[src/status_srq_pkg.sv]
package status_srq_pkg;

  // ----------------------------------------------------------------
  // register map
  // ----------------------------------------------------------------
  localparam int ADDR_W = 8;
  localparam int DATA_W = 32;
  localparam logic [7:0] OFF_EVENT = 8'h00;
  localparam logic [7:0] OFF_EVENT_EN = 8'h04;
  localparam logic [7:0] OFF_SRQ_EN = 8'h08;
  localparam logic [7:0] OFF_STATUS = 8'h0C;
  localparam logic [7:0] OFF_CMD = 8'h10;
  localparam logic [7:0] OFF_REPLY = 8'h14;
  localparam logic [7:0] OFF_POLL = 8'h18;
  localparam logic [7:0] OFF_IRQ_STAT = 8'h1C;
  localparam logic [7:0] OFF_IRQ_MASK = 8'h20;
  localparam logic [7:0] OFF_ENGINE = 8'h24;

  // ----------------------------------------------------------------
  // field layout
  // ----------------------------------------------------------------
  localparam int BYTE_W = 8;
  localparam int OPC_BIT = 0;
  localparam int ERRQ_BIT = 2;
  localparam int QUES_BIT = 3;
  localparam int MAV_BIT = 4;
  localparam int ESB_BIT = 5;
  localparam int MSS_BIT = 6;
  localparam int OPER_BIT = 7;
  localparam int REPLY_VALID_BIT = 8;
  localparam logic [7:0] REPLY_ONE = 8'h01;
  localparam logic [7:0] BYTE_RESET = 8'h00;
  localparam logic [31:0] WORD_ZERO = 32'h00000000;

  localparam int IRQ_W = 4;
  localparam int IRQ_OPC = 0;
  localparam int IRQ_REPLY = 1;
  localparam int IRQ_SRQ = 2;
  localparam int IRQ_WAIT = 3;
  localparam logic [3:0] IRQ_RESET = 4'h0;

  // ----------------------------------------------------------------
  // commands and engine states
  // ----------------------------------------------------------------
  typedef enum logic [2:0] {
    CMD_NONE = 3'b000,
    CMD_OPC_SET = 3'b001,
    CMD_OPC_QUERY = 3'b010,
    CMD_WAIT = 3'b011,
    CMD_CLEAR_STATUS = 3'b100,
    CMD_DEVICE_CLEAR = 3'b101
  } cmd_t;

  typedef enum logic [1:0] {
    ST_RUN = 2'b00,
    ST_WAIT_OPS = 2'b01,
    ST_QUERY_OPS = 2'b10
  } engine_t;

  typedef struct packed {
    logic [ADDR_W-1:0] addr;
    logic [DATA_W-1:0] wdata;
    logic wr;
    logic rd;
  } bus_req_t;

  typedef struct packed {
    logic oper_sum;
    logic ques_sum;
    logic err_queue;
    logic mav;
  } summary_in_t;

endpackage

[src/status_srq_unit.sv]
`timescale 1ns/1ps
`default_nettype none

// Operation
// - read-only event register; each standard event latches its own bit
// - event bit holds until the event register read or clear-status
// - enabled event bits are summarised into the ESB bit
// - query values are the binary-weighted sum of the set bits
// - written values weight bit n as two to the n
// - operation-complete set raises OPC once pending work finishes
// - commands keep executing while operation-complete set is pending
// - operation-complete query replies 1 after pending work finishes
// - only device clear executes while the operation-complete query waits
// - status bits ANDed with service enable, ORed into MSS and RQS
// - serial poll clears RQS and leaves MSS alone
// - service enable of zero never raises a service request
// - status byte is read-only, holds summaries and MAV, read keeps it
// - wait command suspends commands until pending work completes
// - device clear or finished pending work ends a wait; other commands are ignored
// - clear-status clears event registers and status, keeps enables
// - a one in an event enable bit reports that event to ESB
module status_srq_unit (
  input wire logic clk,
  input wire logic sys_rst,
  input wire status_srq_pkg::bus_req_t bus_req,
  output logic [status_srq_pkg::DATA_W-1:0] rdata,
  input wire logic [status_srq_pkg::BYTE_W-1:0] std_event,
  input wire status_srq_pkg::summary_in_t summary_in,
  input wire logic ops_busy,
  output logic srq,
  output logic cmd_stall,
  output logic clear_groups,
  output logic irq
);

  // ----------------------------------------------------------------
  // helpers
  // ----------------------------------------------------------------
  function automatic logic hit(input logic [status_srq_pkg::ADDR_W-1:0] a,
                               input logic [7:0] off);
    hit = (a == off);
  endfunction

  logic [7:0] event_reg;
  logic [7:0] event_en_reg;
  logic [7:0] srq_en_reg;
  logic rqs_reg;
  logic opc_armed_reg;
  logic reply_valid_reg;
  logic [7:0] reply_reg;
  logic [status_srq_pkg::IRQ_W-1:0] irq_stat_reg;
  logic [status_srq_pkg::IRQ_W-1:0] irq_mask_reg;
  logic [status_srq_pkg::DATA_W-1:0] rdata_reg;
  logic srq_reg;
  logic irq_reg;
  logic clear_reg;
  status_srq_pkg::engine_t state_reg;
  status_srq_pkg::engine_t state_next;

  logic wr_cmd;
  status_srq_pkg::cmd_t cmd_code;
  logic cmd_exec;
  logic dev_clear;
  logic clr_status;
  logic rd_event;
  logic rd_poll;
  logic rd_reply;
  logic esb;
  logic mss;
  logic [7:0] status_byte;
  logic ops_done;
  logic opc_fire;
  logic query_fire;
  logic wait_fire;
  logic rqs_rise;
  logic [status_srq_pkg::IRQ_W-1:0] irq_events;
  logic wr_event_en;
  logic wr_srq_en;
  logic wr_irq_stat;
  logic wr_irq_mask;

  // ----------------------------------------------------------------
  // decode
  // ----------------------------------------------------------------
  assign wr_cmd = bus_req.wr && hit(bus_req.addr, status_srq_pkg::OFF_CMD);
  assign cmd_code = status_srq_pkg::cmd_t'(bus_req.wdata[$bits(status_srq_pkg::cmd_t)-1:0]);
  // while stalled, only device clear gets through
  assign dev_clear = wr_cmd && (cmd_code == status_srq_pkg::CMD_DEVICE_CLEAR);
  assign cmd_exec = wr_cmd && (state_reg == status_srq_pkg::ST_RUN);
  assign clr_status = cmd_exec && (cmd_code == status_srq_pkg::CMD_CLEAR_STATUS);
  assign rd_event = bus_req.rd && hit(bus_req.addr, status_srq_pkg::OFF_EVENT);
  assign rd_poll = bus_req.rd && hit(bus_req.addr, status_srq_pkg::OFF_POLL);
  assign rd_reply = bus_req.rd && hit(bus_req.addr, status_srq_pkg::OFF_REPLY);
  assign ops_done = !ops_busy;

  // ----------------------------------------------------------------
  // write decode, one strobe per writable register
  // ----------------------------------------------------------------
  always_comb begin
    wr_event_en = 1'b0;
    wr_srq_en = 1'b0;
    wr_irq_stat = 1'b0;
    wr_irq_mask = 1'b0;
    if (bus_req.wr) begin
      if (hit(bus_req.addr, status_srq_pkg::OFF_EVENT_EN)) begin
        wr_event_en = 1'b1;
      end else if (hit(bus_req.addr, status_srq_pkg::OFF_SRQ_EN)) begin
        wr_srq_en = 1'b1;
      end else if (hit(bus_req.addr, status_srq_pkg::OFF_IRQ_STAT)) begin
        wr_irq_stat = 1'b1;
      end else if (hit(bus_req.addr, status_srq_pkg::OFF_IRQ_MASK)) begin
        wr_irq_mask = 1'b1;
      end
    end
  end

  // ----------------------------------------------------------------
  // summary bits
  // ----------------------------------------------------------------
  assign esb = |(event_reg & event_en_reg);

  always_comb begin
    status_byte = status_srq_pkg::BYTE_RESET;
    status_byte[status_srq_pkg::ERRQ_BIT] = summary_in.err_queue;
    status_byte[status_srq_pkg::QUES_BIT] = summary_in.ques_sum;
    status_byte[status_srq_pkg::MAV_BIT] = summary_in.mav;
    status_byte[status_srq_pkg::ESB_BIT] = esb;
    status_byte[status_srq_pkg::OPER_BIT] = summary_in.oper_sum;
  end

  // the MSS position itself never feeds back into the sum
  assign mss = |(status_byte & srq_en_reg);

  // ----------------------------------------------------------------
  // standard event register
  // ----------------------------------------------------------------
  assign opc_fire = opc_armed_reg && ops_done;

  // a new event in the cycle of a read or clear still lands
  always_ff @(posedge clk or posedge sys_rst) begin
    if (sys_rst) begin
      event_reg <= status_srq_pkg::BYTE_RESET;
    end else begin
      event_reg <= ((rd_event || clr_status) ? status_srq_pkg::BYTE_RESET : event_reg)
                   | std_event
                   | {{(status_srq_pkg::BYTE_W-1){1'b0}}, opc_fire};
    end
  end

  // ----------------------------------------------------------------
  // enable masks; clear-status leaves them alone
  // ----------------------------------------------------------------
  always_ff @(posedge clk or posedge sys_rst) begin
    if (sys_rst) begin
      event_en_reg <= status_srq_pkg::BYTE_RESET;
      srq_en_reg <= status_srq_pkg::BYTE_RESET;
    end else if (state_reg == status_srq_pkg::ST_RUN) begin
      // mask writes are commands too, held off while a wait or query pends
      if (wr_event_en) begin
        event_en_reg <= bus_req.wdata[status_srq_pkg::BYTE_W-1:0];
      end else if (wr_srq_en) begin
        srq_en_reg <= bus_req.wdata[status_srq_pkg::BYTE_W-1:0];
      end
    end
  end

  // ----------------------------------------------------------------
  // operation-complete arming
  // ----------------------------------------------------------------
  // other commands stay accepted while armed
  always_ff @(posedge clk or posedge sys_rst) begin
    if (sys_rst) begin
      opc_armed_reg <= 1'b0;
    end else if (dev_clear) begin
      opc_armed_reg <= 1'b0;
    end else if (cmd_exec && (cmd_code == status_srq_pkg::CMD_OPC_SET)) begin
      opc_armed_reg <= 1'b1;
    end else if (opc_fire) begin
      opc_armed_reg <= 1'b0;
    end
  end

  // ----------------------------------------------------------------
  // command engine
  // ----------------------------------------------------------------
  always_comb begin
    state_next = state_reg;
    case (state_reg)
      status_srq_pkg::ST_RUN: begin
        if (cmd_exec && (cmd_code == status_srq_pkg::CMD_WAIT)) begin
          state_next = status_srq_pkg::ST_WAIT_OPS;
        end else if (cmd_exec && (cmd_code == status_srq_pkg::CMD_OPC_QUERY)) begin
          state_next = status_srq_pkg::ST_QUERY_OPS;
        end
      end
      status_srq_pkg::ST_WAIT_OPS: begin
        if (dev_clear || ops_done) begin
          state_next = status_srq_pkg::ST_RUN;
        end
      end
      status_srq_pkg::ST_QUERY_OPS: begin
        if (dev_clear || ops_done) begin
          state_next = status_srq_pkg::ST_RUN;
        end
      end
      default: begin
        state_next = status_srq_pkg::ST_RUN;
      end
    endcase
  end

  always_ff @(posedge clk or posedge sys_rst) begin
    if (sys_rst) begin
      state_reg <= status_srq_pkg::ST_RUN;
    end else begin
      state_reg <= state_next;
    end
  end

  // a device clear in the finishing cycle wins: no reply and no wait-done flag
  assign query_fire = (state_reg == status_srq_pkg::ST_QUERY_OPS) && ops_done && !dev_clear;
  assign wait_fire = (state_reg == status_srq_pkg::ST_WAIT_OPS) && ops_done && !dev_clear;

  // stall mirrors the next state so it rises with the accepting edge
  always_ff @(posedge clk or posedge sys_rst) begin
    if (sys_rst) begin
      cmd_stall <= 1'b0;
    end else begin
      cmd_stall <= (state_next != status_srq_pkg::ST_RUN);
    end
  end

  // ----------------------------------------------------------------
  // output buffer for the operation-complete reply
  // ----------------------------------------------------------------
  always_ff @(posedge clk or posedge sys_rst) begin
    if (sys_rst) begin
      reply_valid_reg <= 1'b0;
      reply_reg <= status_srq_pkg::BYTE_RESET;
    end else if (query_fire) begin
      reply_valid_reg <= 1'b1;
      reply_reg <= status_srq_pkg::REPLY_ONE;
    end else if (rd_reply || dev_clear) begin
      reply_valid_reg <= 1'b0;
      reply_reg <= status_srq_pkg::BYTE_RESET;
    end
  end

  // ----------------------------------------------------------------
  // request for service
  // ----------------------------------------------------------------
  // RQS latches on a rising MSS; a steady MSS after a poll does not re-raise it
  logic mss_prev_reg;
  assign rqs_rise = mss && !mss_prev_reg;

  always_ff @(posedge clk or posedge sys_rst) begin
    if (sys_rst) begin
      mss_prev_reg <= 1'b0;
    end else begin
      mss_prev_reg <= mss;
    end
  end

  always_ff @(posedge clk or posedge sys_rst) begin
    if (sys_rst) begin
      rqs_reg <= 1'b0;
    end else if (rqs_rise) begin
      rqs_reg <= 1'b1;
    end else if (rd_poll || clr_status || !mss) begin
      rqs_reg <= 1'b0;
    end
  end

  always_ff @(posedge clk or posedge sys_rst) begin
    if (sys_rst) begin
      srq_reg <= 1'b0;
    end else begin
      srq_reg <= rqs_rise || (rqs_reg && mss && !rd_poll && !clr_status);
    end
  end

  always_ff @(posedge clk or posedge sys_rst) begin
    if (sys_rst) begin
      clear_reg <= 1'b0;
    end else begin
      clear_reg <= clr_status;
    end
  end

  // ----------------------------------------------------------------
  // interrupt status and mask
  // ----------------------------------------------------------------
  always_comb begin
    irq_events = status_srq_pkg::IRQ_RESET;
    irq_events[status_srq_pkg::IRQ_OPC] = opc_fire;
    irq_events[status_srq_pkg::IRQ_REPLY] = query_fire;
    irq_events[status_srq_pkg::IRQ_SRQ] = rqs_rise;
    irq_events[status_srq_pkg::IRQ_WAIT] = wait_fire;
  end

  // write-one-to-clear; a set in the same cycle wins
  always_ff @(posedge clk or posedge sys_rst) begin
    if (sys_rst) begin
      irq_stat_reg <= status_srq_pkg::IRQ_RESET;
    end else if (wr_irq_stat) begin
      irq_stat_reg <= (irq_stat_reg & ~bus_req.wdata[status_srq_pkg::IRQ_W-1:0]) | irq_events;
    end else begin
      irq_stat_reg <= irq_stat_reg | irq_events;
    end
  end

  always_ff @(posedge clk or posedge sys_rst) begin
    if (sys_rst) begin
      irq_mask_reg <= status_srq_pkg::IRQ_RESET;
    end else if (wr_irq_mask) begin
      irq_mask_reg <= bus_req.wdata[status_srq_pkg::IRQ_W-1:0];
    end
  end

  // follows the status register one cycle later
  always_ff @(posedge clk or posedge sys_rst) begin
    if (sys_rst) begin
      irq_reg <= 1'b0;
    end else begin
      irq_reg <= |(irq_stat_reg & irq_mask_reg);
    end
  end

  // ----------------------------------------------------------------
  // read data, one cycle after the strobe and only then
  // ----------------------------------------------------------------
  always_ff @(posedge clk or posedge sys_rst) begin
    if (sys_rst) begin
      rdata_reg <= status_srq_pkg::WORD_ZERO;
    end else begin
      rdata_reg <= status_srq_pkg::WORD_ZERO;
      if (bus_req.rd) begin
        // plain binary is the binary-weighted sum software sees
        if (hit(bus_req.addr, status_srq_pkg::OFF_EVENT)) begin
          rdata_reg[status_srq_pkg::BYTE_W-1:0] <= event_reg;
        end else if (hit(bus_req.addr, status_srq_pkg::OFF_EVENT_EN)) begin
          rdata_reg[status_srq_pkg::BYTE_W-1:0] <= event_en_reg;
        end else if (hit(bus_req.addr, status_srq_pkg::OFF_SRQ_EN)) begin
          rdata_reg[status_srq_pkg::BYTE_W-1:0] <= srq_en_reg;
        end else if (hit(bus_req.addr, status_srq_pkg::OFF_STATUS)) begin
          rdata_reg[status_srq_pkg::BYTE_W-1:0] <= status_byte;
          rdata_reg[status_srq_pkg::MSS_BIT] <= mss;
        end else if (hit(bus_req.addr, status_srq_pkg::OFF_POLL)) begin
          rdata_reg[status_srq_pkg::BYTE_W-1:0] <= status_byte;
          rdata_reg[status_srq_pkg::MSS_BIT] <= rqs_reg;
        end else if (hit(bus_req.addr, status_srq_pkg::OFF_REPLY)) begin
          rdata_reg[status_srq_pkg::BYTE_W-1:0] <= reply_reg;
          rdata_reg[status_srq_pkg::REPLY_VALID_BIT] <= reply_valid_reg;
        end else if (hit(bus_req.addr, status_srq_pkg::OFF_IRQ_STAT)) begin
          rdata_reg[status_srq_pkg::IRQ_W-1:0] <= irq_stat_reg;
        end else if (hit(bus_req.addr, status_srq_pkg::OFF_IRQ_MASK)) begin
          rdata_reg[status_srq_pkg::IRQ_W-1:0] <= irq_mask_reg;
        end else if (hit(bus_req.addr, status_srq_pkg::OFF_ENGINE)) begin
          // state code with the arming flag just above it, for software debug
          rdata_reg[$bits(status_srq_pkg::engine_t)-1:0] <= state_reg;
          rdata_reg[$bits(status_srq_pkg::engine_t)] <= opc_armed_reg;
        end
      end
    end
  end

  assign rdata = rdata_reg;
  assign srq = srq_reg;
  assign clear_groups = clear_reg;
  assign irq = irq_reg;

endmodule

`default_nettype wire

[config.mk]
export PLATFORM = sky130hd
export DESIGN_NAME = status_srq_unit
export DESIGN_NICKNAME = d
export VERILOG_FILES = /design/src/status_srq_pkg.sv /design/src/status_srq_unit.sv
export SDC_FILE = /design/constraint.sdc
export NUM_CORES = 1
export LEC_CHECK = 0
export BUFFER_PORTS_ARGS = -buffer_cell sky130_fd_sc_hd__buf_2
export CAP_MARGIN = 20
export CORE_ASPECT_RATIO = 0.8
export CORE_MARGIN = 1
export CORE_UTILIZATION = 51
export CTS_CLUSTER_SIZE = 20
export DETAILED_ROUTE_END_ITERATION = 16
export PLACE_DENSITY = 0.8
export SLEW_MARGIN = 40
export SYNTH_ARGS = -nofsm -noshare
export SYNTH_HDL_FRONTEND = slang
export SYNTH_SLANG_ARGS = --single-unit
export TNS_END_PERCENT = 10
[constraint.sdc]
create_clock -name clk -period 2 [get_ports clk]
set_input_delay 0.2 -clock clk [delete_from_list [all_inputs] [get_ports clk]]
set_output_delay 0.2 -clock clk [all_outputs]
set_load 0.02 [all_outputs]
Word-level counts from Yosys, hierarchy flattened. Cells that the tools add are included.

Add/subtract/negate cells: 0. $mul: 0. Divide/modulo/power cells: 0. Magnitude comparators: 0. Equal/unequal tests: 16. Shift operators: 0. Mux-type cells: 46. Bitwise operators: 10. Reduce and logical (&&, ||, !) cells: 43.

Operators by type and width (count): 8-bit two-way mux (8); 8-bit by 5-bit equality test with 1-bit output (second input constant) (4); 1-bit two-way mux (27); 1-bit logical AND (19); 8-bit AND (2); 8-bit by 4-bit equality test with 1-bit output (second input constant) (2); 8-bit by 6-bit equality test with 1-bit output (second input constant) (2); 8-bit OR reduction (2); 4-bit two-way mux (3); 9-bit two-way mux (1); 4-bit AND (2); 8-bit by 3-bit equality test with 1-bit output (second input constant) (1); 8-bit zero test (1); 4-bit OR (2); 8-bit by 1-bit OR with 8-bit output (1); 8-bit OR (1); 3-bit by 2-bit equality test with 1-bit output (second input constant) (2); 3-bit equality test (second input constant) (2); 1-bit zero test (6); 1-bit logical OR (6); 2-bit two-way mux (3); 3-bit two-way mux (2); 2-bit nonzero test (3); 5-bit two-way mux (1); 12 further kinds (12).

Bits in registers: 59. Latch bits: 0. Memory bits (writable): 0. Memory bits (read-only): 0. Input port bits: 57. Output and inout port bits: 36. Logic and storage cells: 131. Memories: 0.

Longest topological paths before layout.
Depth after elaboration: 11. Mapped depth: 6. Depth with buffers taken out: 6.

Least setup slack after synthesis. OpenSTA, ideal clock, no wires.

Kind: in2reg. From: in bus_req[37] (netlist name). To: reg state_reg[0]. Library setup time: 0.121 ns. Arrival time: 1.769 ns. Setup slack: 0.110 ns. Stages: 5. Buffers on the path: 1. Path through: buf_6 -> or4_4 -> or4_4 -> o2bb2ai_2 -> a22o_1.

Word-level cells in the longest chain between the ends: 7.

Ends and longest elaborated chain: start, declared (RTL line status_srq_unit.sv:25) `input wire status_srq_pkg::bus_req_t bus_req,`; 8-bit by 5-bit equality test with 1-bit output * (RTL line status_srq_unit.sv:41) `hit = (a == off);`; 1-bit logical AND * (RTL line status_srq_unit.sv:85) `assign wr_cmd = bus_req.wr && hit(bus_req.addr, status_srq_pkg::OFF_CMD);`; 1-bit logical AND (RTL line status_srq_unit.sv:89) `assign cmd_exec = wr_cmd && (state_reg == status_srq_pkg::ST_RUN);`; 1-bit logical AND (RTL line status_srq_unit.sv:192) `end else if (cmd_exec && (cmd_code == status_srq_pkg::CMD_OPC_QUERY)) begin`; 2-bit two-way mux (RTL line status_srq_unit.sv:192); 2-bit two-way mux (RTL line status_srq_unit.sv:190) `if (cmd_exec && (cmd_code == status_srq_pkg::CMD_WAIT)) begin`; 2-bit case mux with 2 select lines * (RTL line status_srq_unit.sv:188) `case (state_reg)`; net state_next[0] (RTL line status_srq_unit.sv:58) `status_srq_pkg::engine_t state_next;`; end signal, assigned (RTL line status_srq_unit.sv:214) `state_reg <= status_srq_pkg::ST_RUN;`; end signal, assigned (RTL line status_srq_unit.sv:216) `state_reg <= state_next;`; end, declared (RTL line status_srq_unit.sv:57) `status_srq_pkg::engine_t state_reg;`.

The timed path passes the listed nets; every way through them passes the cells marked *. A chain may end at the register's enable or synchronous reset.

Final worst setup path.
From: reg state_reg[0]. To: reg state_reg[0].

Word-level cells in the longest chain between the ends: 6.

Ends and longest elaborated chain (RTL line): 2-bit zero test (status_srq_unit.sv:89, status_srq_unit.sv:188); 1-bit logical AND (status_srq_unit.sv:89); 1-bit logical AND (status_srq_unit.sv:192); 2-bit two-way mux (status_srq_unit.sv:192); 2-bit two-way mux (status_srq_unit.sv:190); 2-bit case mux with 2 select lines * (status_srq_unit.sv:188); net state_next[0] (status_srq_unit.sv:58).

Marked as above.

==> impl_metrics.env <==
export IMPL_area_growth_pct=14.3
export IMPL_pwr_share_comb=0.157
export IMPL_dpl_worst_slack_ps=81.9
export IMPL_root_buffer="clkbuf_8"
export IMPL_dr_pass1_iters=5
export IMPL_maxCapViolations=0
export IMPL_nNetsFinal=392
export IMPL_synth_area_leader_cell="dfrtp_1"
export IMPL_cts_setup_buffers=0
export IMPL_overflow=0
export IMPL_cp_max_fo=5
export IMPL_largest_register_ffs=9
export IMPL_grt_max_degree=29
export IMPL_ys_warn_count=0
export IMPL_ios=93
export IMPL_cp_top_family="simple AND/OR/NAND/NOR gates"
export IMPL_worst_setup_path_start_kind="register"
export IMPL_hold_class="input pin to register"
export IMPL_async_reset_ff_frac=1.00
export IMPL_fin_skew_ps=4.21
export IMPL_report_final_slew_viol_count=0
export IMPL_fin_crit_sh=0.941
export IMPL_setup_violations_final=0
export IMPL_syn_inst=272
export IMPL_setup_tns_ps=0
export IMPL_ys_ff_latch=51
export IMPL_critPathArrivalTime_ps=2080
export IMPL_n_antenna_cell=0
export IMPL_p_clk_frac=0.287
export IMPL_reg2reg_from="state_reg[0]"
export IMPL_syn_avg_cell_area_sq_um=10.5
export IMPL_max_slew_margin=0.627
export IMPL_ys_seq_area_frac=0.448
export IMPL_hold_viol_final=0
export IMPL_status="completed"
export IMPL_antenna_found_initial=0
export IMPL_grt_pass1_vias=2098
export IMPL_clkSinkCount=51
export IMPL_num_vias=2344
export IMPL_place_port_buffers=45
export IMPL_clock_fmax_mhz=532
export IMPL_cp_slowest_cell="or4_4"
export IMPL_criticalPathCategory="register to register"
export IMPL_yosysMostFrequentCell="dfrtp_1"
export IMPL_drtIter0Drc=391
export IMPL_layout_setup_ws_ps=119
export IMPL_cp_startpoint="state_reg[0]"
export IMPL_hp_start="std_event[4]"
export IMPL_coreArea_sq_um=5180
export IMPL_initial_utilization=0.550
export IMPL_viasPerCell=5.95
export IMPL_grt_pass1_wl_microns=10500
export IMPL_wirelength_microns=6700
export IMPL_rows=23
export IMPL_power_frac_seq=0.556
export IMPL_clk_pin_slew_ps=90
export IMPL_dpl_hpwl_microns=5070
export IMPL_worst_pin_slew_ps=559
export IMPL_h_tree_depth=2
export IMPL_yosysTopAreaCellShare=0.448
export IMPL_rsz0062_at_grt="false"
export IMPL_wl_per_cell_microns=17.0
export IMPL_required_ps=2200
export IMPL_ant_nets=0
export IMPL_syn_area_sq_um=2850
export IMPL_power_switching_mw=0.570
export IMPL_dieHeight_microns=68.9
export IMPL_swShare=0.283
export IMPL_numCtsBuffers=5
export IMPL_clock_latency_ps=300
export IMPL_cts_tree="yes"
export IMPL_ys_flop_type="dfrtp_1"
export IMPL_ir_drop_mv=0.545
export IMPL_end_kind="register"
export IMPL_period_minus_slack_ps=1880
export IMPL_drive_gt1_frac=0.307
export IMPL_die_width_microns=85.6
export IMPL_synth_distinct_cells=53
export IMPL_path_cells="inv_1, ha_1, nand2_1, or4_4, o2bb2ai_2, a22o_1"
export IMPL_p_int_mw=1.44
export IMPL_power_density_nw_per_um2=616
export IMPL_clk_path_buf_depth=2
export IMPL_path_buf_inv=1
export IMPL_synth_edf_count=0
export IMPL_finalWeightedCongestion=0.932
export IMPL_cpPeakStageDelay_ps=560
export IMPL_synth_common_cells="dfrtp_1, buf_4, mux2_2"
export IMPL_yosys_top_cells_area="dfrtp_1, mux2_2, buf_4, a22oi_1, mux2i_1"
export IMPL_drc=0
export IMPL_grt_total_usage=0.239
export IMPL_p_leak_nw=1.56
export IMPL_dieArea_sq_um=5900
==> power groups by stage <==
stage | combinational, mW | sequential, mW | clock [mW]
6_report | 0.316 | 1.12 | 0.576
5_1_grt | 0.345 | 1.12 | 0.632
4_1_cts | 0.313 | 1.12 | 0.585
3_5_place_dp | 0.311 | 1.14 | 0
3_3_place_gp | 0.303 | 1.13 | 0
2_1_floorplan | 0.239 | 1.13 | 0
==> per-stage QoR <==
stage | instance area, sq um | hold slack [ps] | power [mW] | util | cells
2_1_floorplan | 2930 | 292 | 1.37 | - | 294
3_3_place_gp | 3160 | 273 | 1.44 | 0.610 | 385
3_5_place_dp | 3160 | 281 | 1.45 | 0.610 | 385
4_1_cts | 3260 | 64.4 | 2.01 | 0.629 | 394
5_1_grt | 3260 | 63.8 | 2.10 | 0.629 | 394
6_report | 3260 | 64.3 | 2.01 | 0.629 | 394
==> per-layer routing <==
| metal | part of all wire | routed length, microns | track usage | vias to the layer above |
|---|---|---|---|---|
| met2 | 0.43 | 2910 | 0.363 | 126 |
| met5 | 0 | 0 | 0 | - |
| met1 | 0.47 | 3180 | 0.350 | 1131 |
| li1 | - | - | - | 1076 |
| met3 | 0.079 | 528 | 0.0452 | 11 |
| met4 | 0.013 | 89 | 0.0708 | 0 |
==> layout by cell type, fill, tap and decap left out, drive strengths merged, types with 3 or more instances in the layout <==
master   count
buf         63
dfrtp       51
mux2        23
conb        23
nand2       14
nor2        13
a21oi       13
a22oi       13
a21o        10
nor3         9
mux2i        8
o2bb2ai      8
nand2b       7
inv          7
nand3        6
clkbuf       6
o21ai        5
nor4         5
nor2b        4
ha           4
nand4        3
==> cell type report <==
class                   instances  area [sq um]
inverters                       8          30.0
multi-input cells             201          1410
clock inverters                 2          12.5
fillers                       437          1920
repair buffers                 64           383
clock buffers                   6          72.6
well taps                      62          77.6
flip-flops and latches         51          1280
==> worst register-to-register path, cell delays in order, from the launching register on <==
cell and delay [ps]:
dfrtp_1 400, inv_1 90, ha_1 190, nand2_1 150, or4_4 570, o2bb2ai_2 150
a22o_1 230
==> repair_timing <==
| item | 4_1_cts | 5_1_grt |
|---|---|---|
| hold buffers | 1 | 0 |
| setup endpoints to repair | 0 | 5 |
| resized for setup | 0 | 1 |
| hold endpoints to repair | 25 | 0 |
==> logic make-up (layout without fill, tap and decap cells) <==
logic type / after synthesis / in the layout / synth area share
AND/OR/NAND/NOR: 75 / 75 / 0.152
multiplexers: 31 / 31 / 0.119
flip-flops: 51 / 51 / 0.448
AO/OA/AOI/OAI: 66 / 66 / 0.168
other: 1 / 23 / 0.00132
adder cells (fa/ha/maj): 5 / 5 / 0.0211
buffers and inverters: 42 / 80 / 0.0886
XOR/XNOR: 1 / 1 / 0.00307
==> final timing paths <==
path / end / cells past startpoint / slack [ps]
worst max-delay path: state_reg[0] / 6 / 120
worst min-delay path: event_reg[4] / 2 / 60
worst max register to register: state_reg[0] / 6 / 120
worst min register to register: irq_stat_reg[2] / 1 / 480
max in group asynchronous: rdata[5] / 4 / 990
min in group asynchronous: srq_en_reg[1] / 3 / 480
No activity file was read; power rests on OpenSTA's default activity.
